File: src/logic/dss_pkg.sv
/*
 Shared constants and types of the drive state and status word block.
 Assumes a single 125 MHz clock and a classic Wishbone register bus.
*/
package dss_pkg;
   localparam int CLK_HZ = 125000000;
   localparam int ADDR_W = 4;
   localparam int TO_MS_DEF = 1000;
   localparam int TO_CYC_DEF = TO_MS_DEF * (CLK_HZ / 1000);
   localparam int TO_W = 32;

   // Byte offsets
   localparam logic [ADDR_W-1:0] OFF_STATE_WORD = 4'h0;
   localparam logic [ADDR_W-1:0] OFF_COMMAND = 4'h4;
   localparam logic [ADDR_W-1:0] OFF_IRQ_STATUS = 4'h8;
   localparam logic [ADDR_W-1:0] OFF_IRQ_MASK = 4'hC;

   // Status word bit positions
   localparam int SB_RDY = 0;
   localparam int SB_SON = 1;
   localparam int SB_OPEN = 2;
   localparam int SB_FLT = 3;
   localparam int SB_VOLT = 4;
   localparam int SB_QSN = 5;
   localparam int SB_SOD = 6;
   localparam int SB_WARN = 7;
   localparam int SB_REM = 9;
   localparam int SB_TGT = 10;
   localparam int SB_LIM = 11;
   localparam int SB_STOPKEY = 14;
   localparam int SB_DIR = 15;

   // Command register bits
   localparam int CB_SWON = 0;
   localparam int CB_ENV = 1;
   localparam int CB_QSN = 2;
   localparam int CB_ENOP = 3;
   localparam int CB_FRST = 7;
   localparam int CB_CONTACTOR = 16;

   // Interrupt bits
   localparam int IRQ_N = 3;
   localparam int IB_STATE = 0;
   localparam int IB_CONTACTOR_ERR = 1;
   localparam int IB_FAULT = 2;

   typedef enum logic [2:0] {
      ST_NOT_READY = 3'b000,
      ST_SW_ON_DIS = 3'b001,
      ST_READY = 3'b010,
      ST_SWITCHED_ON = 3'b011,
      ST_OP_ENABLED = 3'b100,
      ST_QUICK_STOP = 3'b101,
      ST_FAULT_REACT = 3'b110,
      ST_FAULT = 3'b111
   } dss_state_t;

   typedef struct packed {
      logic power_present;
      logic warning;
      logic remote;
      logic target_reached;
      logic limit_active;
      logic stop_key;
      logic direction;
      logic fault_cause;
      logic init_done;
      logic react_done;
   } dss_drive_t;
endpackage

File: src/logic/dss_sync.sv
/*
 Two flip-flop synchroniser for a group of level inputs.
 Assumes the inputs are asynchronous to clk_i.
*/
module dss_sync #(
   parameter int W = 1
) (
   input wire logic clk_i,
   input wire logic rst_i,
   input wire logic [W-1:0] d_i,
   output logic [W-1:0] q_o
);
   logic [W-1:0] meta;

   always_ff @(posedge clk_i) begin
      if (rst_i) begin
         meta <= '0;
         q_o <= '0;
      end else begin
         meta <= d_i;
         q_o <= meta;
      end
   end
endmodule

File: src/logic/dss_top.sv
/*
 Drive operating state machine, status word encoder, mains voltage timeout
 and contactor control, with a classic Wishbone slave and interrupt.
 Assumes the drive condition inputs are asynchronous pins.
*/
// Overview of operation
// RULE_01: Low status byte: ready, on, enabled, fault, voltage, quick stop low, disabled, warning.
// RULE_02: High byte: remote, target, limit, stop key, direction; bits 8, 12, 13 zero.
// RULE_03: Status masked by 006F gives 0040, 0021, 0023, 0027, 0007 per state.
// RULE_04: Not ready clears 6..0 bits (code keeps bit 4 following the power voltage); reaction sets fault and 2..0; fault sets fault.
// RULE_05: Fault entered from quick stop reads 0028 masked, quick stop bit high.
// RULE_06: Enable operation from ready to switch on goes straight to operation enabled.
// RULE_07: Ready to switch on reports 21 hex without, 31 hex with power voltage.
// RULE_08: Controller confirms switched on before enable operation with separate control stage.
// RULE_09: Voltage absent after timeout in switched on raises contactor error and fault.
// RULE_10: With contactor control, contactor stays open in states before switch on.
// RULE_11: With contactor control, switch on in ready closes the contactor.
// RULE_12: Controller moves the motor by sending a nonzero reference when enabled.
// RULE_13: Controller encodes shutdown 0006, switch on 0007, enable operation 000F.
// RULE_14: Fault reset acts on rising edge only, to switch on disabled once cleared.
// RULE_15: Status word updates in the same cycle as the state register.
// RULE_16: Timeout counter restarts on entry to switched on, stops on voltage or exit.
module dss_top #(
   parameter int TO_CYC = dss_pkg::TO_CYC_DEF
) (
   input wire logic clk_i,
   input wire logic rst_i,
   input wire logic wb_cyc_i,
   input wire logic wb_stb_i,
   input wire logic wb_we_i,
   input wire logic [dss_pkg::ADDR_W-1:0] wb_adr_i,
   input wire logic [3:0] wb_sel_i,
   input wire logic [31:0] wb_dat_i,
   output logic [31:0] wb_dat_o,
   output logic wb_ack_o,
   input wire dss_pkg::dss_drive_t drive_i,
   output logic [15:0] drive_state_word_o,
   output logic contactor_close_o,
   output logic supply_absent_display_o,
   output logic irq_o
);
   import dss_pkg::*;

   dss_drive_t drv;
   dss_state_t state;
   dss_state_t next_state;
   logic [15:0] drive_state_word;
   logic [15:0] next_word;
   logic [CB_CONTACTOR:0] command;
   logic frst_d;
   logic from_qs;
   logic next_from_qs;
   logic [TO_W-1:0] to_cnt;
   logic to_err;
   logic [IRQ_N-1:0] irq_status;
   logic [IRQ_N-1:0] irq_mask;
   logic [IRQ_N-1:0] irq_event;
   logic [IRQ_N-1:0] next_irq_status;
   logic wb_req;
   logic wb_wr;
   logic wb_rd_status;
   logic frst_rise;
   logic cmd_shutdown;
   logic cmd_switch_on;
   logic cmd_enable;
   logic cmd_disable_v;
   logic cmd_quick;
   logic contactor_mode;

   dss_sync #(
      .W($bits(dss_drive_t))
   ) u_sync (
      .clk_i(clk_i),
      .rst_i(rst_i),
      .d_i(drive_i),
      .q_o(drv)
   );

   // Command decode
   assign cmd_disable_v = !command[CB_ENV];
   assign cmd_quick = command[CB_ENV] && !command[CB_QSN];
   assign cmd_shutdown = command[CB_ENV] && command[CB_QSN] && !command[CB_SWON];
   assign cmd_switch_on = command[CB_ENV] && command[CB_QSN] && command[CB_SWON] && !command[CB_ENOP];
   assign cmd_enable = command[CB_ENV] && command[CB_QSN] && command[CB_SWON] && command[CB_ENOP];
   assign contactor_mode = command[CB_CONTACTOR];
   assign frst_rise = command[CB_FRST] && !frst_d; // RULE_14

   always_ff @(posedge clk_i) begin
      if (rst_i) begin
         frst_d <= 1'b0;
      end else begin
         frst_d <= command[CB_FRST];
      end
   end

   // Next state
   always_comb begin
      next_state = state;
      next_from_qs = from_qs;
      unique case (state)
         ST_NOT_READY: begin
            if (drv.init_done) begin
               next_state = ST_SW_ON_DIS;
            end
         end
         ST_SW_ON_DIS: begin
            if (cmd_shutdown) begin
               next_state = ST_READY;
            end
         end
         ST_READY: begin
            if (cmd_disable_v || cmd_quick) begin
               next_state = ST_SW_ON_DIS;
            end else if (cmd_enable) begin
               next_state = ST_OP_ENABLED; // RULE_06
            end else if (cmd_switch_on) begin
               next_state = ST_SWITCHED_ON;
            end
         end
         ST_SWITCHED_ON: begin
            if (to_err) begin
               next_state = ST_FAULT_REACT; // RULE_09
               next_from_qs = 1'b0;
            end else if (cmd_disable_v || cmd_quick) begin
               next_state = ST_SW_ON_DIS;
            end else if (cmd_shutdown) begin
               next_state = ST_READY;
            end else if (cmd_enable) begin
               next_state = ST_OP_ENABLED;
            end
         end
         ST_OP_ENABLED: begin
            if (drv.fault_cause) begin
               next_state = ST_FAULT_REACT;
               next_from_qs = 1'b0;
            end else if (cmd_disable_v) begin
               next_state = ST_SW_ON_DIS;
            end else if (cmd_quick) begin
               next_state = ST_QUICK_STOP;
            end else if (cmd_shutdown) begin
               next_state = ST_READY;
            end else if (cmd_switch_on) begin
               next_state = ST_SWITCHED_ON;
            end
         end
         ST_QUICK_STOP: begin
            if (drv.fault_cause) begin
               next_state = ST_FAULT_REACT;
               next_from_qs = 1'b1; // RULE_05
            end else if (cmd_disable_v || drv.react_done) begin
               next_state = ST_SW_ON_DIS;
            end
         end
         ST_FAULT_REACT: begin
            if (drv.react_done) begin
               next_state = ST_FAULT;
            end
         end
         ST_FAULT: begin
            if (frst_rise && !drv.fault_cause) begin
               next_state = ST_SW_ON_DIS; // RULE_14
               next_from_qs = 1'b0;
            end
         end
      endcase
      if (drv.fault_cause && state != ST_FAULT && state != ST_FAULT_REACT && state != ST_NOT_READY) begin
         next_state = ST_FAULT_REACT;
         next_from_qs = (state == ST_QUICK_STOP);
      end
   end

   // Status word from the next state
   always_comb begin
      next_word = '0;
      next_word[SB_VOLT] = drv.power_present; // RULE_07
      next_word[SB_WARN] = drv.warning;
      next_word[SB_REM] = drv.remote; // RULE_02
      next_word[SB_TGT] = drv.target_reached;
      next_word[SB_LIM] = drv.limit_active;
      next_word[SB_STOPKEY] = drv.stop_key;
      next_word[SB_DIR] = drv.direction;
      unique case (next_state) // RULE_01 RULE_03 RULE_04
         ST_NOT_READY: begin
         end
         ST_SW_ON_DIS: begin
            next_word[SB_SOD] = 1'b1;
         end
         ST_READY: begin
            next_word[SB_QSN] = 1'b1;
            next_word[SB_RDY] = 1'b1;
         end
         ST_SWITCHED_ON, ST_OP_ENABLED: begin
            next_word[SB_QSN] = 1'b1;
            next_word[SB_RDY] = 1'b1;
            next_word[SB_SON] = 1'b1;
            next_word[SB_OPEN] = (next_state == ST_OP_ENABLED);
         end
         ST_QUICK_STOP: begin
            next_word[SB_RDY] = 1'b1;
            next_word[SB_SON] = 1'b1;
            next_word[SB_OPEN] = 1'b1;
         end
         ST_FAULT_REACT: begin
            next_word[SB_FLT] = 1'b1;
            next_word[SB_RDY] = 1'b1;
            next_word[SB_SON] = 1'b1;
            next_word[SB_OPEN] = 1'b1;
            next_word[SB_QSN] = next_from_qs;
         end
         ST_FAULT: begin
            next_word[SB_FLT] = 1'b1;
            next_word[SB_QSN] = next_from_qs; // RULE_05
         end
      endcase
   end

   // State and status word registered together
   always_ff @(posedge clk_i) begin
      if (rst_i) begin
         state <= ST_NOT_READY;
         from_qs <= 1'b0;
         drive_state_word <= '0;
      end else begin
         state <= next_state;
         from_qs <= next_from_qs;
         drive_state_word <= next_word; // RULE_15
      end
   end

   // Mains voltage timeout
   always_ff @(posedge clk_i) begin
      if (rst_i) begin
         to_cnt <= '0;
         to_err <= 1'b0;
      end else if (state != ST_SWITCHED_ON || drv.power_present) begin
         to_cnt <= '0; // RULE_16
         to_err <= 1'b0;
      end else if (to_cnt >= TO_W'(TO_CYC - 1)) begin
         to_err <= 1'b1; // RULE_09
      end else begin
         to_cnt <= to_cnt + 1'b1; // RULE_16
      end
   end

   // Contactor output
   always_ff @(posedge clk_i) begin
      if (rst_i) begin
         contactor_close_o <= 1'b0;
      end else begin
         if (!contactor_mode) begin
            contactor_close_o <= 1'b0;
         end else if (next_state == ST_NOT_READY || next_state == ST_SW_ON_DIS || next_state == ST_READY) begin
            contactor_close_o <= 1'b0; // RULE_10
         end else if (state == ST_READY && (cmd_switch_on || cmd_enable)) begin
            contactor_close_o <= 1'b1; // RULE_11
         end
      end
   end

   // Supply absent display, in step with the status word
   always_ff @(posedge clk_i) begin
      if (rst_i) begin
         supply_absent_display_o <= 1'b0;
      end else begin
         supply_absent_display_o <= (next_state == ST_READY) && !drv.power_present; // RULE_07
      end
   end

   // Wishbone slave
   assign wb_req = wb_cyc_i && wb_stb_i && !wb_ack_o;
   assign wb_wr = wb_req && wb_we_i;
   assign wb_rd_status = wb_req && !wb_we_i && wb_adr_i == OFF_IRQ_STATUS;

   always_ff @(posedge clk_i) begin
      if (rst_i) begin
         wb_ack_o <= 1'b0;
         wb_dat_o <= '0;
      end else begin
         wb_ack_o <= wb_req;
         wb_dat_o <= '0;
         if (wb_req && !wb_we_i) begin
            case (wb_adr_i)
               OFF_STATE_WORD: wb_dat_o <= {16'h0000, drive_state_word};
               OFF_COMMAND: wb_dat_o <= 32'(command);
               OFF_IRQ_STATUS: wb_dat_o <= 32'(irq_status);
               OFF_IRQ_MASK: wb_dat_o <= 32'(irq_mask);
               default: wb_dat_o <= '0;
            endcase
         end
      end
   end

   always_ff @(posedge clk_i) begin
      if (rst_i) begin
         command <= '0;
         irq_mask <= '0;
      end else if (wb_wr) begin
         if (wb_adr_i == OFF_COMMAND) begin
            if (wb_sel_i[0]) begin
               command[7:0] <= wb_dat_i[7:0];
            end
            if (wb_sel_i[1]) begin
               command[15:8] <= wb_dat_i[15:8];
            end
            if (wb_sel_i[2]) begin
               command[CB_CONTACTOR] <= wb_dat_i[CB_CONTACTOR];
            end
         end
         if (wb_adr_i == OFF_IRQ_MASK && wb_sel_i[0]) begin
            irq_mask <= wb_dat_i[IRQ_N-1:0];
         end
      end
   end

   // Interrupt events, set wins over read clear
   assign irq_event[IB_STATE] = (next_state != state);
   assign irq_event[IB_CONTACTOR_ERR] = (state == ST_SWITCHED_ON) && (next_state == ST_FAULT_REACT) && to_err;
   assign irq_event[IB_FAULT] = (next_state == ST_FAULT_REACT) && (state != ST_FAULT_REACT);

   assign next_irq_status = (wb_rd_status ? '0 : irq_status) | irq_event;

   always_ff @(posedge clk_i) begin
      if (rst_i) begin
         irq_status <= '0;
      end else begin
         irq_status <= next_irq_status;
      end
   end

   // Level interrupt from the updated status
   always_ff @(posedge clk_i) begin
      if (rst_i) begin
         irq_o <= 1'b0;
      end else begin
         irq_o <= |(next_irq_status & irq_mask);
      end
   end

   always_ff @(posedge clk_i) begin
      if (rst_i) begin
         drive_state_word_o <= '0;
      end else begin
         drive_state_word_o <= next_word;
      end
   end
endmodule

File: config.mk
export PLATFORM = sky130hd
export DESIGN_NAME = dss_top
export DESIGN_NICKNAME = d
export VERILOG_FILES = /design/src/logic/dss_pkg.sv /design/src/logic/dss_sync.sv /design/src/logic/dss_top.sv
export SDC_FILE = /design/constraint.sdc
export NUM_CORES = 1
export LEC_CHECK = 0
export BUFFER_PORTS_ARGS = -buffer_cell sky130_fd_sc_hd__buf_2
export CORE_ASPECT_RATIO = 1.5
export CORE_MARGIN = 5
export CORE_UTILIZATION = 50
export CTS_CLUSTER_DIAMETER = 60
export DETAILED_ROUTE_END_ITERATION = 10
export PLACE_DENSITY = 0.74
export SLEW_MARGIN = 20
export SYNTH_ARGS = -nofsm -noshare
export SYNTH_HDL_FRONTEND = slang
export SYNTH_HIERARCHICAL = 1
export SYNTH_SLANG_ARGS = --single-unit
File: constraint.sdc
create_clock -name clk_i -period 4.7 [get_ports clk_i]
set_input_delay 0 -clock clk_i [delete_from_list [all_inputs] [get_ports clk_i]]
set_output_delay 0 -clock clk_i [all_outputs]
set_load 0.01 [all_outputs]
### Yosys cells after proc, flatten, opt, wreduce, memory -nomap -nowiden

Index checks and enable logic that the tools add are counted.

* multipliers: 0
* shift-type cells: 0
* eq/ne operators: 21
* multiplexer cells: 32
* div/mod/pow operators: 0
* add/subtract/negate cells: 1
* reduce and logical (&&, ||, !) cells: 54
* bitwise operators: 4
* order comparisons: 1

Operators by type and width (count)
* 17-bit case mux with 4 select lines: 1
* 3-bit 2-to-1 mux: 19
* 32-bit by 1-bit adder with 32-bit output, second input constant: 1
* 32-bit by 27-bit greater-or-equal comparator with 1-bit output, second input constant: 1
* 3-bit equality test, second input constant: 8
* 3-bit case mux with 8 select lines: 1
* 1-bit logical AND: 22
* 3-bit by 2-bit equality test with 1-bit output, second input constant: 4
* 2-bit OR reduction: 5
* 1-bit zero test: 9
* 3-bit AND reduction: 3
* 3-bit OR reduction: 3
* 4-bit equality test, second input constant: 2
* 1-bit 2-to-1 mux: 8
* 3-bit by 1-bit equality test with 1-bit output, second input constant: 2
* 3-bit zero test: 2
* 1-bit logical OR: 6
* 3-bit != test, second input constant: 2
* 5-bit OR reduction: 1
* 4-bit by 3-bit equality test with 1-bit output, second input constant: 1
* 4-bit zero test: 1
* 1-bit case mux with 4 select lines: 1
* 2-bit case mux with 2 select lines: 1
* 3-bit bitwise AND: 1
* 7 further kinds: 8

* input bits: 55
* memory bits (read-only): 0
* memories kept: 0
* bits in latches: 0
* bits in writable memories: 0
* output and inout port bits: 52
* logic and storage cells: 132
* bits in registers: 133

### Depth between registers and ports, before layout

Gate-level depths: netlist of the first run.

* word-level depth: 16
* gate-level depth with buffers: 9
* mapped depth without buffers: 7

### Hierarchy

The synthesis of the first run kept the hierarchy.

By module, submodules not included
* dss_top: sequential area each 1901.8 um^2, times used 1, area an instance 4244.1 um^2, cells each 485
* dss_sync: sequential area each 400.4 um^2, times used 1, area an instance 618.1 um^2, cells each 42

### Worst setup path before layout of the first run

Ideal clock, no wire load.

* kind: register to register
* start: reg to_cnt[0]
* end: reg to_cnt[17]
* library setup time: 0.070 ns
* stages on the path, launching flop included: 8
* required time: 4.630 ns
* buffers on the path: 0
* period minus slack after synthesis: 2.030 ns
* slack: 2.670 ns
* arrival time: 1.960 ns
* path through: dfxtp_1 ha_1 and3_1 a311oi_1 o211a_1 o211ai_2 or4_1 a21oi_1

* cells in the longest elaborated chain, start to end: 1
* elaborated cells on any way between the ends: 2
* those cells by class: 1 x add/sub; 1 x order compare

Ends and longest elaborated chain
* from (decl): line dss_top.sv:53 `logic [TO_W-1:0] to_cnt;`
* from (signal assigned): line dss_top.sv:241 `to_cnt <= to_cnt + 1'b1;`
* 32-bit by 1-bit adder with 32-bit output or 32-bit by 27-bit greater-or-equal comparator with 1-bit output (tied branches): line dss_top.sv:241, dss_top.sv:238

Several ways; a longest one is shown, not always the timed one.
A chain may end at the register's enable or synchronous reset.

### Worst setup path in the final report of the first run

* start: reg to_cnt[0]
* end: reg to_cnt[18]

Same word-level chain as after synthesis.

==> results of run 1 <==
-- final cells by class --
type | instances | area [µm²]
fill | 752 | 3360
multi-input combinational | 371 | 2310
sequential | 115 | 2300
timing repair buffer | 114 | 773
clock buffer | 21 | 470
clock inverter | 11 | 174
tap | 115 | 144
inverter | 13 | 48.8
antenna | 1 | 2.50
-- final timing paths --
kind / to / slack [ns] / cells past startpoint
worst max-delay path: to_cnt[18] / 2.18 / 7
worst min-delay path: wb_dat_o[16] / 0.02 / 3
worst max register to register: to_cnt[18] / 2.18 / 7
worst min register to register: drive_state_word_o[14] / 0.43 / 1
-- power by group --
| part | total (µW) | internal (µW) | leakage, µW | switching (µW) |
|---|---|---|---|---|
| Clock | 1380 | 931 | 0.000306 | 450 |
| Combinational | 103 | 51.3 | 0.00121 | 52.1 |
| Sequential | 999 | 989 | 0.000932 | 9.61 |
| Total | 2480 | 1970 | 0.00245 | 512 |
-- metrics by stage --
step | hold WS, ns | setup WS (ns) | utilization [%]
6_report | 0.0176 | 2.18 | 64.9
5_1_grt | 0.0407 | 1.98 | 64.9
4_1_cts | 0.0104 | 2.18 | 64.9
3_5_place_dp | 0.216 | 2.23 | 54.1
3_3_place_gp | 0.207 | 2.25 | 54.1
2_1_floorplan | 0.129 | 2.67 | -
-- worst max-delay path, delay by kind of cell (launching register included) --
family	cells	cell delay, ns
flip-flops	1	0.34
AO/OA/AOI/OAI	4	1.08
AND/OR/NAND/NOR	2	0.80
adder cells (fa/ha/maj)	1	0.21
-- metal layers --
| layer | GRT usage [%] | up-vias |
|---|---|---|
| met3 | 6.19 | 37 |
| li1 | - | 2057 |
| met5 | 0 | - |
| met2 | 35.9 | 135 |
| met1 | 21.8 | 1981 |
| met4 | 11.7 | 0 |
-- sequential cells by signal (all words and copies together) (netlist names), 3 cells and up --
signal and count:
to_cnt 32, u_sync/q_o 10, drive_state_word_o 13, u_sync/meta 10
state 3, irq_mask 3, irq_status 3, command 17
wb_dat_o 17
-- kinds of logic (layout without fill, tap and decap cells) --
family / Yosys count / in the layout / share of synthesized area, %
other: 1 / 19 / 0.0771
and+or+nand+nor: 212 / 212 / 25.3
AOI/OAI and AO/OA: 122 / 122 / 16.6
muxes: 15 / 15 / 3.17
buffers and inverters: 58 / 159 / 6.66
xor gates and xnor gates: 3 / 3 / 0.541
adders and majority gates: 1 / 1 / 0.257
DFF: 115 / 115 / 47.3
-- layout by cell type, fill, tap and decap left out, drive strengths merged, types with 4 or more instances in the layout --
cell type,synthesis,routed
bufinv,0,4
nand2,43,43
a22oi,13,13
clkbuf,13,21
a31oi,5,5
o31ai,7,7
dlygate4sd3,0,39
or3,16,16
nand4,4,4
conb,1,18
dfxtp,115,115
o21ai,17,17
a21oi,45,45
buf,32,75
inv,13,15
a21o,4,4
and3,10,10
a311oi,4,4
nor4b,4,4
nor2,37,37
nor3,5,5
nand3,27,27
mux2i,12,12
o211ai,9,9
and2,9,9
nor2b,32,32
or4,12,12
==> metrics.yaml, run 1 <==
cells_and_area:
  fin_area_mm2: 0.00622
  area_delta_synth_final_pct: 27.9
  layout-drive-gt1-share_pct: 22.6
  nets: 688
  fin_cells: 761
global_route:
  globalRouteTotalUtil_pct: 20.5
  grt_max_degree: 36
  overflow: 0
  grt_pass1_wl_um: 19500
  grt_pass1_vias: 4137
  antenna_found_initial: 0
hold_path:
  hold_class: "in -> reg"
  min_from: "wb_we_i"
setup_path:
  cp-end-kind: "register"
  crit_path_start_kind: "register"
  cp-startpoint: "to_cnt[0]"
  cpPeakStageDelay_ns: 0.59
  crit_fanout: 22
  cp.arrival_ns: 2.85
  cp.required_ns: 5.03
  cp_cell_sequence: "ha_1, and3_1, a311oi_1, o211a_1, o211ai_2, or4_1, a21oi_1"
  slowest_stage: "or4_1"
  path_class: "reg -> reg"
  regToRegStartpoint: "to_cnt[0]"
placed_design:
  dpl.cell_count: 689
  placed_area_mm2: 0.00518
  io_buffer_count: 72
  dp_hpwl_um: 7710
  gp_congestion: 0.844
cts:
  cts_tree: "yes"
  cts_setup_buffers: 0
  clk_pin_slew_ns: 0.06
  numCtsBuffers: 17
  h-tree-depth: 4
  clock_path_buffers: 2
  clk_latency_ns: 0.41
  cts_resized: 0
  clock_sinks: 115
  root_buffer: "clkbuf_16"
  cts_hold_buf: 39
sta:
  period_share_pct: 53.6
  grt_setup_unrepaired: "false"
  final_max_slew_viol_count: 0
  fmaxAchievable_mhz: 397
  finalHoldViolCount: 0
  worst_pin_slew_ns: 0.930
  finalClockSkew_ns: 0.00556
  period_minus_slack_ns: 2.52
  slew-limit-headroom_pct: 38.0
  fin_tns_setup_ns: 0
  setup_violations: 0
floorplan:
  io_pins: 107
  design.die.area_mm2: 0.0118
  rows: 44
  die_h_um: 131
  die_x_um: 90.5
  core_area_mm2: 0.00958
  initial_core_util_pct: 50.8
yosys:
  yosysMostFrequentCell: "dfxtp_1"
  synth_cell_types: 68
  synthFlopType: "dfxtp_1"
  async_flop_share_pct: 0
  synth_seq_cells: 115
  syn_avg_cell_area_um2: 9.23
  synth_top_area_cell: "dfxtp_1"
  synth_seq_area_share_pct: 47.3
  netlist_area_mm2: 0.00486
  synth_cells: 527
  synth_edf_count: 0
  synth_common_cells: "dfxtp_1 (115), a21oi_1 (45), nand2_1 (43), nor2_1 (36), nand3_1 (26)"
  ys_top_cells_by_area: "dfxtp_1 (47%), a21oi_1 (4.6%), nand2_1 (3.3%)"
  synth_top_area_share_pct: 47.3
  yosysWarnings: 6
route:
  first_iter_violations: 280
  wl_met1_um: 4600
  routed.top_layer: "met4"
  dr_wl_met2_um: 6300
  antenna_left: 0
  vias: 4210
  via_per_inst: 5.53
  dr.pass1.iters: 5
  wl_per_cell_um: 15.6
  wl_met3_um: 615
  wirelength_um: 11900
  drc_errors: 0
power_and_ir_drop:
  power_uw: 2480
  p_leak_uw: 0.00245
  peakVddDrop_v: 0.000337
  p_per_area_mw_per_mm2: 399
flow_run:
  max_cap_violations: 0
outcome:
  status: "finished clean"
(Power assumes the default switching activity.)
==> run 2, diff against run 1 <==
Settings changed: CORE_UTILIZATION 50 to 49, PLACE_DENSITY 0.74 to 0.76.
Clock period 4.7 ns to 2.2 ns, I/O delays scaled along.
==> run 2 against run 1 <==
Compared with the run above: the flow now finishes with violations (negative setup slack); fmax is 14% higher; routed wire length is 7.8% higher; cell count is 4.1% higher; register-to-register slack worse by 2.2 ns; design area is 4.3% higher; clock skew is 0.0059 ns higher; critical path depth is 1 higher; sequential power is 110% higher; setup slack worse by 2.2 ns; via count is 3.9% higher; combinational power is 130% higher; global-route usage is 0.87 points higher; critical path type unchanged; largest cell class unchanged; highest routed layer unchanged.
==> metrics.yaml, run 2 (same netlist as run 1, synthesis figures left out) <==
outcome:
  status: "finished with violations"
  violations: "negative setup slack"
setup_path:
  crit_fanout: 12
  cp_cell_sequence: "ha_2, and3_4, a311oi_2, o211a_1, o211ai_2, buf_12, or4_1, a21oi_1"
  rrSetupSlack_ns: -0.009
  cpPeakStageDelay_ns: 0.43
  slowest_stage: "or4_1"
  cp-end-kind: "register"
  cp.required_ns: 2.54
  path_class: "reg -> reg"
  cp.arrival_ns: 2.55
  crit_path_start_kind: "register"
  rr_worst_depth: 8
cts:
  clock_path_buffers: 2
  clk_pin_slew_ns: 0.06
  numCtsBuffers: 17
  cts_tree: "yes"
  root_buffer: "clkbuf_16"
  h-tree-depth: 4
  cts_setup_buffers: 0
  clock_sinks: 115
  clk_latency_ns: 0.42
sta:
  grt_setup_unrepaired: "true"
  finalClockSkew_ns: 0.0115
  period_minus_slack_ns: 2.21
  setup_violations: 1
  finalHoldViolCount: 0
  fmaxAchievable_mhz: 453
  period_share_pct: 100
  setup_ws_ns: -0.00925
  worst_pin_slew_ns: 0.546
  fin_tns_setup_ns: -0.00925
  slew-limit-headroom_pct: 63.6
  final_max_slew_viol_count: 0
global_route:
  overflow: 0
  antenna_found_initial: 1
  grt_max_degree: 41
  grt_pass1_vias: 4439
  grt_pass1_wl_um: 21100
  globalRouteTotalUtil_pct: 21.3
power_and_ir_drop:
  p_leak_uw: 0.00260
  peakVddDrop_v: 0.000657
  p_int_uw: 4160
  p_seq_share_pct: 40.6
  clkPwrFrac_pct: 55.0
  switchingPower_uw: 1100
  switching_share_pct: 20.9
  combinationalPowerShare_pct: 4.4
  power_uw: 5260
  p_per_area_mw_per_mm2: 810
cells_and_area:
  fin_area_mm2: 0.00649
  fin_cells: 792
  layout_common_cells: "dfxtp_1 (113), buf_2 (72), a21oi_1 (45)"
  largest_reg_flops: 32
  top_register: "to_cnt"
  area_delta_synth_final_pct: 33.4
  largest_registers: "to_cnt x32, command x17, wb_dat_o x17"
  layout-drive-gt1-share_pct: 26.6
  final_common_cell: "dfxtp_1"
  nets: 719
route:
  drc_errors: 0
  antenna_left: 0
  via_per_inst: 5.52
  dr.pass1.iters: 5
  first_iter_violations: 204
  wl_per_cell_um: 16.2
  vias: 4373
  wirelength_um: 12800
placed_design:
  gp_congestion: 0.851
  dp_slack_ns: 0.0343
  dp_hpwl_um: 8150
  dpl.cell_count: 718
  io_buffer_count: 72
  placed_area_mm2: 0.00541
flow_run:
  max_cap_violations: 0
floorplan:
  design.die.area_mm2: 0.0121
  initial_core_util_pct: 50.2
  die_x_um: 91.3
  die_h_um: 132
  io_pins: 107
  rows: 44
  core_area_mm2: 0.00969
hold_path:
  hold_class: "in -> reg"
  hold_path_depth: 3
==> run 2: changes by cell type in the layout (fill, tap and decap cells not counted), sizes merged <==
cell | before | now
dlygate4sd3 | 39 | 41
inv | 15 | 13
clkinv | 2 | 7
clkbuf | 21 | 20
buf | 75 | 104
clkinvlp | 3 | 1
==> run 2: final timing paths <==
| path | startpoint | end |
|---|---|---|
| min | wb_we_i | wb_dat_o[13] |
| max | to_cnt[0] | to_cnt[15] |
| max reg2reg | to_cnt[0] | to_cnt[15] |
| min reg2reg | u_sync/q_o[8] | drive_state_word_o[7] |
==> run 2: cell type report <==
class / count / area [µm²]
Clock buffer: 20 / 447
Sequential cell: 115 / 2300
Timing Repair Buffer: 145 / 1030
Antenna cell: 1 / 2.50
Multi-Input combinational cell: 371 / 2330
Tap cell: 115 / 144
Fill cell: 725 / 3200
Clock inverter: 12 / 181
Inverter: 13 / 48.8
==> run 2: worst max-delay path, delay by kind of cell, from the launching register on <==
| family | cells | cell delay, ns |
|---|---|---|
| AOI/OAI and AO/OA | 4 | 0.84 |
| buffers and inverters | 1 | 0.19 |
| DFF | 1 | 0.31 |
| and+or+nand+nor | 2 | 0.61 |
| adders and majority gates | 1 | 0.19 |
==> run 2: timing repair <==
item	CTS	global route
resized for setup	0	9
hold endpoints to repair	34	0
endpoints found under the setup margin	3	21
hold buffers	41	0
pin swaps	3	3
==> run 2: power groups by stage <==
| stage | sequential, µW | clock (µW) | combinational (µW) |
|---|---|---|---|
| 6_report | 2130 | 2890 | 232 |
| 5_1_grt | 2140 | 3020 | 252 |
| 4_1_cts | 2130 | 2920 | 227 |
| 3_5_place_dp | 2180 | 0 | 181 |
| 3_3_place_gp | 2170 | 0 | 179 |
| 2_1_floorplan | 2170 | 0 | 142 |
==> run 2: through the flow <==
stage	hold WS, ns	utilization, %
5_1_grt	0.0490	67.0
2_1_floorplan	0.129	-
3_3_place_gp	0.210	55.9
4_1_cts	0.00751	66.6
3_5_place_dp	0.215	55.9
6_report	0.0300	67.0
==> run 2: per-layer routing <==
metal	vias up	part of all wire, %	track usage [%]
met5	-	0	0
met4	0	3.2	10.1
met3	39	5.4	6.45
met2	150	53	38.4
met1	2064	38	22.2
li1	2120	-	-
